**src/smc_pkg.sv**
```systemverilog
/*
 * smc_pkg: constants and types for the sleep-mode clock controller.
 * Assumes a single 100 MHz system clock and an AHB-Lite register bus.
 */
package smc_pkg;

	// register byte addresses
	localparam logic [7:0] ADDR_CTRL = 8'h00;
	localparam logic [7:0] ADDR_REDUCTION = 8'h04;
	localparam logic [7:0] ADDR_STATUS = 8'h08;

	// control register fields
	localparam int GATE_EN_BIT = 5;
	localparam int MODE_LO = 3;
	localparam logic [1:0] MODE_IDLE = 2'h0;
	localparam logic [1:0] MODE_NOISE = 2'h1;
	localparam logic [1:0] MODE_PDOWN = 2'h2;
	localparam logic [1:0] MODE_STBY = 2'h3;
	localparam logic [7:0] CTRL_RESET = 8'h00;

	// peripheral_power_reduction fields
	localparam int PR_CONV = 0;
	localparam int PR_SER = 1;
	localparam int PR_T8 = 2;
	localparam int PR_T16 = 3;
	localparam logic [3:0] REDUCTION_RESET = 4'h0;

	// gate vector positions
	localparam int G_CPU = 0;
	localparam int G_FLASH = 1;
	localparam int G_IO = 2;
	localparam int G_ADC = 3;
	localparam int G_OSC = 4;
	localparam int G_T16 = 5;
	localparam int G_T8 = 6;
	localparam int G_SER = 7;
	localparam int G_CONV = 8;
	localparam int NGATES = 9;
	localparam logic [8:0] GATE_RESET = 9'h1ff;

	// timing in system clock cycles
	localparam logic [3:0] HALT_CYCLES = 4'h4;
	localparam int STANDBY_WAKE_CYCLES = 6;
	localparam logic [15:0] STARTUP_DEFAULT = 16'h0010;

	typedef enum logic [1:0] {
		ST_ACTIVE,
		ST_SLEEP,
		ST_STARTUP,
		ST_HALT
	} smc_state_t;

	typedef enum logic [1:0] {
		SM_IDLE,
		SM_NOISE,
		SM_PDOWN,
		SM_STBY
	} smc_mode_t;

endpackage : smc_pkg

```
**src/smc_gate_bank.sv**
```systemverilog
/*
 * smc_gate_bank: one flip-flop per clock gate enable.
 * Assumes next enables are settled before each rising edge of hclk.
 */
`timescale 1ns/1ns
module smc_gate_bank
	import smc_pkg::*;
(
	input wire logic hclk,
	input wire logic hresetn,
	input wire logic [NGATES-1:0] next_gate,
	output logic [NGATES-1:0] gate
);

	// outside the asynchronous reset, each enable changes only at a clock edge, so the gated clocks
	// downstream never see a partial pulse
	genvar i;
	generate
		for (i = 0; i < NGATES; i++) begin : g_gate
			always_ff @(posedge hclk or negedge hresetn) begin
				if (!hresetn) begin
					gate[i] <= GATE_RESET[i];
				end else begin
					gate[i] <= next_gate[i];
				end
			end
		end
	endgenerate

endmodule : smc_gate_bank

```
**src/smc_sleep_ctrl.sv**
```systemverilog
/*
 * smc_sleep_ctrl: sleep mode entry, wake-up sequencing, domain clock
 * gating and per-peripheral power reduction, with an AHB-Lite slave.
 * Assumes the core pulses sleep_exec on its sleep instruction and that
 * wake and reset request inputs are synchronous to hclk.
 */
// The address map and the AHB-Lite interface to the registers were chosen for this implementation.
`timescale 1ns/1ns
// What this block does
// - sleep only with gate enable set; mode 00 stops processor and flash clocks.
// - after wake, processor held four cycles beyond start-up, then resumes.
// - mode 01 stops I/O, processor and flash clocks; converter, oscillator run.
// - noise mode wakes on conversion done, resets, store ready, level, pin change.
// - enabled converter starts a conversion on entering noise-reduction mode.
// - mode 10 is power-down: oscillator and all generated clocks stop.
// - power-down wakes only on resets, first interrupt level, pin change, or watchdog interrupt.
// - mode 11 with crystal selected is standby: power-down with oscillator on.
// - standby resumes execution within six cycles of the wake event.
// - set reduction bit stops peripheral clock and blocks its register access.
// - clearing the bit restarts the clock; peripheral state is kept.
// - bit 3 stops the 16-bit timer clock, bit 2 the 8-bit timer clock.
// - bit 1 stops the serial unit clock; software reinitialises it afterwards.
// - bit 0 shuts down the converter, which software disables beforehand.
// - reduction register bits 7 to 4 always read zero.
// - per-module stopping matters in active and idle, and bit 0 in noise reduction too; deeper modes stop anyway.
// - power-down and standby disable the comparator unless it uses the reference.
// - in sleep with I/O and converter clocks stopped, digital input buffers are disabled.
// - converter stays enabled in sleep; re-enable forces an extended conversion.
// - an enabled watchdog keeps running in every sleep mode.
module smc_sleep_ctrl
	import smc_pkg::*;
#(
	parameter logic [15:0] STARTUP_CYCLES = STARTUP_DEFAULT
)
(
	input wire logic hclk,
	input wire logic hresetn,
	input wire logic hsel,
	input wire logic [31:0] haddr,
	input wire logic [1:0] htrans,
	input wire logic hwrite,
	input wire logic [2:0] hsize,
	input wire logic [31:0] hwdata,
	input wire logic hready,
	output logic hreadyout,
	output logic hresp,
	output logic [31:0] hrdata,
	input wire logic sleep_exec,
	input wire logic crystal_selected,
	input wire logic conv_done,
	input wire logic ext_reset_req,
	input wire logic wdt_reset_req,
	input wire logic bod_reset_req,
	input wire logic store_ready,
	input wire logic first_external_interrupt_level,
	input wire logic first_external_interrupt_edge,
	input wire logic pin_change,
	input wire logic wdt_irq,
	input wire logic other_irq,
	input wire logic converter_enable,
	input wire logic comparator_uses_ref,
	input wire logic watchdog_enable,
	output logic cpu_clk_en,
	output logic flash_clk_en,
	output logic io_clk_en,
	output logic adc_clk_en,
	output logic osc_en,
	output logic timer16_clk_en,
	output logic timer8_clk_en,
	output logic serial_clk_en,
	output logic converter_clk_en,
	output logic [3:0] periph_reg_block,
	output logic adc_auto_start,
	output logic comparator_disable,
	output logic digital_input_disable,
	output logic converter_run,
	output logic converter_extended_conversion,
	output logic watchdog_run
);

	// registers and state
	logic sleep_gate_enable;
	logic [1:0] sleep_mode_select;
	logic [3:0] peripheral_power_reduction;
	smc_state_t state;
	smc_mode_t mode;
	logic [15:0] cnt;
	logic [7:0] addr_q;
	logic wr_q;
	logic conv_en_q;
	logic [NGATES-1:0] gate;

	// mode code to sleep type; 11 without a crystal falls back to power-down
	function automatic smc_mode_t decode_mode(input logic [1:0] code,
		input logic xtal);
		unique case (code)
			MODE_IDLE: decode_mode = SM_IDLE;
			MODE_NOISE: decode_mode = SM_NOISE;
			MODE_PDOWN: decode_mode = SM_PDOWN;
			MODE_STBY: decode_mode = xtal ? SM_STBY : SM_PDOWN;
		endcase
	endfunction : decode_mode

	// domain enables {osc, adc, io, flash, cpu} for a state and mode
	function automatic logic [4:0] domain_gates(input smc_state_t st,
		input smc_mode_t md);
		unique case (st)
			ST_ACTIVE: domain_gates = 5'h1f;
			ST_STARTUP: domain_gates = 5'h10;
			ST_HALT: domain_gates = 5'h1e;
			ST_SLEEP: begin
				unique case (md)
					SM_IDLE: domain_gates = 5'h1c;
					SM_NOISE: domain_gates = 5'h18;
					SM_PDOWN: domain_gates = 5'h00;
					SM_STBY: domain_gates = 5'h10;
				endcase
			end
		endcase
	endfunction : domain_gates

	// bus decode
	wire addr_phase = hsel && hready && htrans[1];
	wire wr_ctrl = wr_q && (addr_q == ADDR_CTRL);
	wire wr_reduction = wr_q && (addr_q == ADDR_REDUCTION);
	wire [7:0] rd_addr = haddr[7:0];
	wire [31:0] next_rdata =
		(rd_addr == ADDR_CTRL) ? {26'h0, sleep_gate_enable,
			sleep_mode_select, 3'h0} :
		(rd_addr == ADDR_REDUCTION) ? {28'h0, peripheral_power_reduction} :
		(rd_addr == ADDR_STATUS) ? {28'h0, 2'(mode), 2'(state)} :
		32'h0;

	// sleep entry and wake decision
	wire enter_sleep = (state == ST_ACTIVE) && sleep_exec &&
		sleep_gate_enable;
	wire [1:0] code_now = (wr_ctrl) ? hwdata[MODE_LO+1:MODE_LO] :
		sleep_mode_select;
	wire smc_mode_t next_mode_sel = decode_mode(sleep_mode_select,
		crystal_selected);
	wire any_reset = ext_reset_req || wdt_reset_req || bod_reset_req;
	wire deep_wake = any_reset || first_external_interrupt_level ||
		pin_change || wdt_irq;
	wire noise_wake = deep_wake || conv_done || store_ready;
	wire idle_wake = noise_wake || first_external_interrupt_edge ||
		other_irq;
	wire wake =
		(mode == SM_IDLE) ? idle_wake :
		(mode == SM_NOISE) ? noise_wake :
		deep_wake;
	wire needs_startup = (mode == SM_PDOWN);
	wire halt_done = (cnt[3:0] == HALT_CYCLES - 4'h1);
	wire startup_done = (cnt == STARTUP_CYCLES - 16'h1);

	// state machine
	smc_state_t next_state;
	always_comb begin
		next_state = state;
		unique case (state)
			ST_ACTIVE: begin
				if (enter_sleep) begin
					next_state = ST_SLEEP;
				end
			end
			ST_SLEEP: begin
				if (wake) begin
					// oscillator restarts only after power-down
					next_state = needs_startup ? ST_STARTUP : ST_HALT;
				end
			end
			ST_STARTUP: begin
				if (startup_done) begin
					next_state = ST_HALT;
				end
			end
			ST_HALT: begin
				if (halt_done) begin
					next_state = ST_ACTIVE;
				end
			end
		endcase
	end

	wire [15:0] next_cnt = (next_state != state) ? 16'h0 : cnt + 16'h1;

	always_ff @(posedge hclk or negedge hresetn) begin
		if (!hresetn) begin
			state <= ST_ACTIVE;
			mode <= SM_IDLE;
			cnt <= 16'h0;
		end else begin
			state <= next_state;
			cnt <= next_cnt;
			if (enter_sleep) begin
				mode <= next_mode_sel;
			end
		end
	end

	// register bus
	always_ff @(posedge hclk or negedge hresetn) begin
		if (!hresetn) begin
			addr_q <= 8'h0;
			wr_q <= 1'b0;
			hrdata <= 32'h0;
		end else begin
			wr_q <= addr_phase && hwrite;
			if (addr_phase) begin
				addr_q <= haddr[7:0];
			end
			if (addr_phase && !hwrite) begin
				hrdata <= next_rdata;
			end
		end
	end

	always_ff @(posedge hclk or negedge hresetn) begin
		if (!hresetn) begin
			sleep_gate_enable <= CTRL_RESET[GATE_EN_BIT];
			sleep_mode_select <= CTRL_RESET[MODE_LO+1:MODE_LO];
			peripheral_power_reduction <= REDUCTION_RESET;
		end else begin
			if (wr_ctrl) begin
				sleep_gate_enable <= hwdata[GATE_EN_BIT];
				sleep_mode_select <= code_now;
			end
			if (wr_reduction) begin
				// upper bits are not stored, so they always read zero
				peripheral_power_reduction <= hwdata[3:0];
			end
		end
	end

	assign hreadyout = 1'b1;
	assign hresp = 1'b0;

	// gate enables
	wire [4:0] dom = domain_gates(next_state, enter_sleep ? next_mode_sel :
		mode);
	wire [3:0] pr = peripheral_power_reduction;
	// in power-down and standby the io/adc terms are already low, so reduction
	// bits only matter in active and idle, and bit 0 also in noise reduction
	wire [NGATES-1:0] next_gate = {
		dom[G_ADC] & ~pr[PR_CONV],
		dom[G_IO] & ~pr[PR_SER],
		dom[G_IO] & ~pr[PR_T8],
		dom[G_IO] & ~pr[PR_T16],
		dom
	};

	smc_gate_bank smc_gate_bank_inst (
		.hclk(hclk),
		.hresetn(hresetn),
		.next_gate(next_gate),
		.gate(gate)
	);

	assign cpu_clk_en = gate[G_CPU];
	assign flash_clk_en = gate[G_FLASH];
	assign io_clk_en = gate[G_IO];
	assign adc_clk_en = gate[G_ADC];
	assign osc_en = gate[G_OSC];
	assign timer16_clk_en = gate[G_T16];
	assign timer8_clk_en = gate[G_T8];
	assign serial_clk_en = gate[G_SER];
	assign converter_clk_en = gate[G_CONV];
	assign periph_reg_block = peripheral_power_reduction;

	// analog side controls
	wire deep = (state == ST_SLEEP) && (mode == SM_PDOWN || mode == SM_STBY);
	wire auto_start = enter_sleep && converter_enable &&
		!peripheral_power_reduction[PR_CONV] &&
		(next_mode_sel == SM_NOISE || next_mode_sel == SM_IDLE);
	wire next_inbuf_off = (state == ST_SLEEP) && !dom[G_IO] && !dom[G_ADC];

	always_ff @(posedge hclk or negedge hresetn) begin
		if (!hresetn) begin
			adc_auto_start <= 1'b0;
			comparator_disable <= 1'b0;
			digital_input_disable <= 1'b0;
			converter_run <= 1'b0;
			watchdog_run <= 1'b0;
			conv_en_q <= 1'b0;
			converter_extended_conversion <= 1'b0;
		end else begin
			adc_auto_start <= auto_start;
			comparator_disable <= deep && !comparator_uses_ref;
			digital_input_disable <= next_inbuf_off;
			converter_run <= converter_enable;
			watchdog_run <= watchdog_enable;
			conv_en_q <= converter_enable;
			// a fresh enable wins over a completion in the same cycle
			if (converter_enable && !conv_en_q) begin
				converter_extended_conversion <= 1'b1;
			end else if (conv_done) begin
				converter_extended_conversion <= 1'b0;
			end
		end
	end
endmodule : smc_sleep_ctrl

```
**config.mk**
```make
export PLATFORM = sky130hd
export DESIGN_NAME = smc_sleep_ctrl
export DESIGN_NICKNAME = d
export VERILOG_FILES = /design/src/smc_pkg.sv /design/src/smc_gate_bank.sv /design/src/smc_sleep_ctrl.sv
export SDC_FILE = /design/constraint.sdc
export NUM_CORES = 1
export LEC_CHECK = 0
export BUFFER_PORTS_ARGS = -buffer_cell sky130_fd_sc_hd__buf_2
export CAP_MARGIN = 25
export CORE_MARGIN = 2
export CORE_UTILIZATION = 29
export CTS_BUF_LIST = sky130_fd_sc_hd__clkbuf_2
export DETAILED_ROUTE_END_ITERATION = 6
export GPL_ROUTABILITY_DRIVEN = 0
export GPL_TIMING_DRIVEN = 0
export PLACE_DENSITY = 0.56
export SLEW_MARGIN = 20
export SYNTH_ARGS = -nofsm -noshare
export SYNTH_HDL_FRONTEND = slang
export SYNTH_SLANG_ARGS = --single-unit
```
**constraint.sdc**
```tcl
create_clock -name hclk -period 2.6 [get_ports hclk]
set_input_delay 0.26 -clock hclk [delete_from_list [all_inputs] [get_ports hclk]]
set_output_delay 0.26 -clock hclk [all_outputs]
set_load 0.02 [all_outputs]
```
[Word-level counts from Yosys, hierarchy flattened]
Index checks and enable logic that the tools add are counted.
Word-level totals
  output and inout port bits: 53
  register bits: 83
  bits of input ports: 89
Operators by class
  reduce and logical (&&, ||, !) cells: 42
  bitwise operators: 8
  add/sub/neg operators: 1
  eq/ne operators: 22
  muxes and demuxes: 19
Operator list (count)
  5-bit one-hot mux with 4 select lines: 2
  2-bit equality test (second input constant): 10
  16-bit by 1-bit adder with 16-bit output (second input constant): 1
  16-bit by 4-bit equality test with 1-bit output (second input constant): 1
  8-bit by 3-bit equality test with 1-bit output (second input constant): 2
  1-bit logical AND: 16
  8-bit zero test: 2
  16-bit two-way mux: 1
  2-bit one-hot mux with 4 select lines: 2
  2-bit by 1-bit equality test with 1-bit output (second input constant): 6
  2-bit zero test: 6
  1-bit logical OR: 11
  2-bit two-way mux: 5
  8-bit by 4-bit equality test with 1-bit output (second input constant): 1
  4-bit two-way mux: 2
  1-bit zero test: 6
  1-bit two-way mux: 6
  6-bit two-way mux: 1
  1-bit bitwise AND: 4
  4-bit by 2-bit equality test with 1-bit output (second input constant): 1
  1-bit NOT: 4
  2-bit != test: 1
  2-bit nonzero test: 1

[Longest topological paths before layout]
  depth in word-level cells: 17
  mapped depth: 10

[By module]
A second synthesis with hierarchy kept.
Unflattened totals
  cells, all modules: 254
  area, all modules: 2746.4 um2
By module, submodules not included
  smc_sleep_ctrl: area each 2509.9 um2, cells each 245, seq. area each 1201.2 um2, instances 1
  smc_gate_bank: area each 236.5 um2, cells each 9, seq. area each 236.5 um2, instances 1

[Least setup slack after synthesis]
Ideal clock, no wire load.
  kind: register -> register
  start: register cnt[0]
  end: register smc_gate_bank_inst.gate[2]
  clock period less this slack: 2.056 ns
  stages on the path, launching flop included: 10
  slack: 0.544 ns
  arrival time: 1.975 ns
  data required time: 2.519 ns
  cell sequence: dfrtp_1 > ha_1 > nor4bb_1 > o31a_1 > nand2b_1 > inv_1 > ha_1 > nor2_1 > o41a_1 > inv_1
Between the ends
  word-level cells in the longest chain between the ends: 5
  elaborated cells between the ends (all ways): 10
  classes of those cells: 5 x eq/ne; 4 x mux; 1 x reduce/logical
Ends and longest elaborated chain
  start: declaration: RTL line smc_sleep_ctrl.sv:87  | logic [15:0] cnt;
  start signal: assignment: RTL line smc_sleep_ctrl.sv:193  | cnt <= next_cnt;
  16-bit by 4-bit equality test with 1-bit output or 4-bit by 2-bit equality test with 1-bit output (tied branches): RTL line smc_sleep_ctrl.sv:153, smc_sleep_ctrl.sv:152
  2-bit two-way mux, on equally long branches: RTL line smc_sleep_ctrl.sv:172, smc_sleep_ctrl.sv:177
  2-bit one-hot mux with 4 select lines *: RTL line smc_sleep_ctrl.sv:159  | unique case (state)
  via next_state[0]: RTL line smc_sleep_ctrl.sv:156  | smc_state_t next_state;
  2-bit by 1-bit equality test with 1-bit output, or another cell as far along: RTL line smc_sleep_ctrl.sv:107  | unique case (st)
  5-bit one-hot mux with 4 select lines *: RTL line smc_sleep_ctrl.sv:107
  via dom[2]: RTL line smc_sleep_ctrl.sv:238  | wire [4:0] dom = domain_gates(next_state, enter_sleep ? next_mode_sel :
  end signal: indexed assignment: RTL line smc_gate_bank.sv:22  | gate[i] <= GATE_RESET[i];
  end signal: indexed assignment: RTL line smc_gate_bank.sv:24  | gate[i] <= next_gate[i];
  end: declaration: RTL line smc_gate_bank.sv:12  | output logic [NGATES-1:0] gate
The timed path passes the listed nets; every way through them passes the cells marked *.
A chain may end at the register's enable or synchronous reset.

[Worst setup path in the final report]
  start: register state[1]
  end: register smc_gate_bank_inst.gate[5]
Between the ends
  word-level cells in the longest chain between the ends: 8
  elaborated cells between the ends (all ways): 23
  classes of those cells: 9 x eq/ne; 8 x mux; 1 x bitwise; 5 x reduce/logical
Ends and longest elaborated chain
  start: declaration: RTL line smc_sleep_ctrl.sv:85  | smc_state_t state;
  start signal: assignment: RTL line smc_sleep_ctrl.sv:192  | state <= next_state;
  2-bit zero test: RTL line smc_sleep_ctrl.sv:135, smc_sleep_ctrl.sv:159
  1-bit logical AND (2 in a row): RTL line smc_sleep_ctrl.sv:135  | wire enter_sleep = (state == ST_ACTIVE) && sleep_exec &&
  2-bit two-way mux: RTL line smc_sleep_ctrl.sv:161  | if (enter_sleep) begin
  2-bit one-hot mux with 4 select lines *: RTL line smc_sleep_ctrl.sv:159
  via next_state[0]: RTL line smc_sleep_ctrl.sv:156
  2-bit by 1-bit equality test with 1-bit output, or another cell as far along: RTL line smc_sleep_ctrl.sv:107
  5-bit one-hot mux with 4 select lines *: RTL line smc_sleep_ctrl.sv:107
  1-bit bitwise AND *: RTL line smc_sleep_ctrl.sv:247  | dom[G_IO] & ~pr[PR_T16],
  via next_gate[5]: RTL line smc_sleep_ctrl.sv:243  | wire [NGATES-1:0] next_gate = {
The timed path passes the listed nets; every way through them passes the cells marked *. The select of a mux whose other input is x is not followed.

==> results_dict.tcl <==
set metrics [dict create \
    fin_util_pct 39.1 \
    rrSetupSlack_ns 0.30 \
    cp.required_ns 3.01 \
    rsz0062_at_grt "no" \
    status "finished, final reports clean" \
    hold_viol 0 \
    clock_sinks 57 \
    synth_xor_area_share_pct 4.49 \
    multiInputGateArea_sq_um 1130 \
    top_layer_used "met4" \
    r2r_start "state[1]" \
    setup_tns_ns 0 \
    wl_per_cell_microns 12.3 \
    clk_latency_ns 0.46 \
    cp-start-kind "register" \
    switchingPower_uw 895 \
    swShare_pct 34.3 \
    drt-met1-wl_mm 2.86 \
    chipWidth_microns 101 \
    slew_headroom_pct 52.3 \
    grt_pass1_vias 1968 \
    clkSlewWorstSetupHoldPaths_ns 0.17 \
    htreeDepth 3 \
    yosysTopAreaCell "dfrtp_1" \
    dr_total_vias 2104 \
    crit_arrival_ns 2.71 \
    yosysWarningCount 0 \
    yosys.area_share.adder_pct 1.38 \
    area_growth_syn_to_layout_pct 31.6 \
    fillers 928 \
    max_clock_freq_ghz 0.435 \
    tightest_slew_ns 0.708 \
    rows 35 \
    ff_latch_area_sq_um 1440 \
    dieArea_sq_um 10200 \
    synthCells 254 \
    yosysUniqueCellTypes 44 \
    clock-skew-final_ns 0.0158 \
    synth_flop_cell "dfrtp_1" \
    ys_ff_latch 57 \
    cts-root-buf "clkbuf_2" \
    antenna_found_initial 0 \
    grt_usage_pct 12.1 \
    min-delay-start "haddr[3]" \
    synth_top_family_by_area "simple AND/OR/NAND/NOR gates" \
    drt_iter0_markers 85 \
    finalCritPeriodShare_pct 88.4 \
    clockPowerShare_pct 24.4 \
    boundaryPins 142 \
    clk_path_buf_depth 2 \
    synth_area_leaders "dfrtp_1, dfstp_2, buf_4" \
    hold-path-endpoint "addr_q[3]" \
    async_reset_ff_share_pct 100 \
    route.met3.wl_microns 363 \
    worstPathMaxFanout 10 \
    synth-seq-area-share_pct 52.7 \
    hold_class "in -> reg" \
    drive_gt1_share_pct 36.9 \
    drc 0 \
    synth-simple-area-share_pct 18.5 \
    grt_max_degree 58 \
    netlist_area_sq_um 2730 \
    core-area_sq_um 9200 \
    dp_hpwl_mm 4.35 \
    synth_commonest_cells "dfrtp_1, nor2_1, buf_4" \
    setup_violations 0 \
    r2r_cells 11 \
    wl_met2_mm 2.61 \
    p_comb_share_pct 30.1 \
    synth_compound_area_share_pct 6.05 \
    yosysMostFrequentCell "dfrtp_1" \
    leakage_uw 0.00179 \
    drtAntennaViolNets 0 \
    wl_mm 5.96 \
    worst_hold_slack_ns 0.106 \
    slew_viol_final 0 \
    synth_area_per_cell_sq_um 10.7 \
    synth-edff-count 0 \
    crit_path_end_kind "register" \
    muxShareOfSynthArea_pct 6.97 \
    grt_pass1_wl_mm 9.52 \
    irDropWorstVdd_v 0.000217 \
    p_per_area_nw_per_um2 727 \
    cap_viol_max_count 0 \
    stdcell_count 486 \
    start_util_pct 29.7 \
    grt_overflow 0 \
    seqPwrFrac_pct 45.6 \
    die-height_microns 101 \
    vias_per_cell 4.33 \
    cts_tree "yes" \
    portBuffers 59 \
    worst_r2r_endpoint "smc_gate_bank_inst.gate[5]" \
    numCtsBuffers 9 \
    synthDominantCellAreaShare_pct 44.0 \
    dp.cells 450 \
    period_needed_ns 2.30 \
    p_int_uw 1720 \
    hold_path_depth 2 \
    dr.pass1.iters 7 \
    crit_type "reg -> reg" \
    layout.nets 461 \
]
-- cell type report --
| type | instances | share of cell area, % |
|---|---|---|
| multi-input combinational | 181 | 31.6 |
| clock buffer | 9 | 1.25 |
| sequential | 57 | 40.0 |
| inverter | 11 | 1.15 |
| timing repair buffer | 78 | 13.5 |
| buffer | 31 | 6.20 |
| antenna | 1 | 0.0697 |
| clock inverter | 7 | 2.37 |
| tap | 111 | 3.87 |
-- cell usage in the layout (no fill, tap or decap), types with 5 or more instances in the layout --
cell           instances
buf_2                 59
buf_4                 30
clkbuf_2               9
conb_1                28
dfrtp_1               48
dfstp_2                9
dlygate4sd3_1         18
inv_1                 10
mux2_2                16
nand2_1               18
nand3_1                9
nor2_1                31
nor2b_1                7
nor3_1                 6
nor4_1                 5
o21ai_0                7
xnor2_1                7
xor2_1                 7
-- power by group through the flow --
stage / Clock (uW) / Sequential (uW) / Combinational, uW
4_1_cts: 660 / 1190 / 762
3_3_place_gp: 0 / 1200 / 730
3_5_place_dp: 0 / 1200 / 743
5_1_grt: 701 / 1220 / 873
2_1_floorplan: 0 / 1250 / 461
6_report: 636 / 1190 / 785
-- sequential cells by signal, indices dropped and copies added (netlist names), 2 cells and up --
register and count:
addr_q 8, cnt 16, hrdata 6, mode 2, periph_reg_block 4, sleep_mode_select 2, smc_gate_bank_inst.gate 9, state 2
-- through the flow --
stage	setup slack [ns]	total power [uW]	instance area, sq um
floorplan	0.544	1710	2830
global placement	0.150	1930	3260
detailed placement	0.120	1940	3260
CTS	0.0768	2610	3550
global route	0.0820	2790	3590
finish	0.302	2610	3590
-- worst max-delay path, cell delays in order (launching register included) --
cell      delay, ns
dfrtp_1        0.37
buf_2          0.23
nor4b_2        0.24
nand3_1        0.14
nor3_1         0.23
nand2b_1       0.21
inv_1          0.06
ha_1           0.24
nor2_2         0.16
o41a_1         0.18
buf_4          0.15
nor2_2         0.04
-- cell families (layout without fill, tap and decap cells) --
logic type / count (synthesis) / count (layout)
AOI/OAI and AO/OA: 21 / 21
muxes: 17 / 17
buffers and inverters: 42 / 136
adders and majority gates: 3 / 3
other: 2 / 29
and+or+nand+nor: 98 / 98
DFF: 57 / 57
xor gates and xnor gates: 14 / 14
-- timing repair --
action,CTS,global route
hold buffers,16,2
endpoints found under the hold margin,63,3
setup buffers,0,1
gates resized for setup,0,2
setup endpoints to repair,0,6
-- routing by layer --
layer  vias to the layer above  GRT usage [%]
met5                         -              0
met4                         0           6.86
met3                        10           2.08
met2                        67           18.1
met1                       985           16.6
li1                       1042              -
-- worst max path at each step --
| stage | from | cells after the start | endpoint | slack (ns) |
|---|---|---|---|---|
| final | state[1] | 11 | smc_gate_bank_inst.gate[5] | 0.30 |
| after floorplan | cnt[0] | 9 | smc_gate_bank_inst.gate[2] | 0.54 |
| after global routing | state[1] | 11 | smc_gate_bank_inst.gate[2] | 0.08 |
| after CTS | state[1] | 10 | smc_gate_bank_inst.gate[2] | 0.08 |
| after detailed placement | state[1] | 10 | smc_gate_bank_inst.gate[2] | 0.12 |
| after global placement | state[1] | 10 | smc_gate_bank_inst.gate[2] | 0.15 |
No activity file was read; power rests on OpenSTA's default activity.
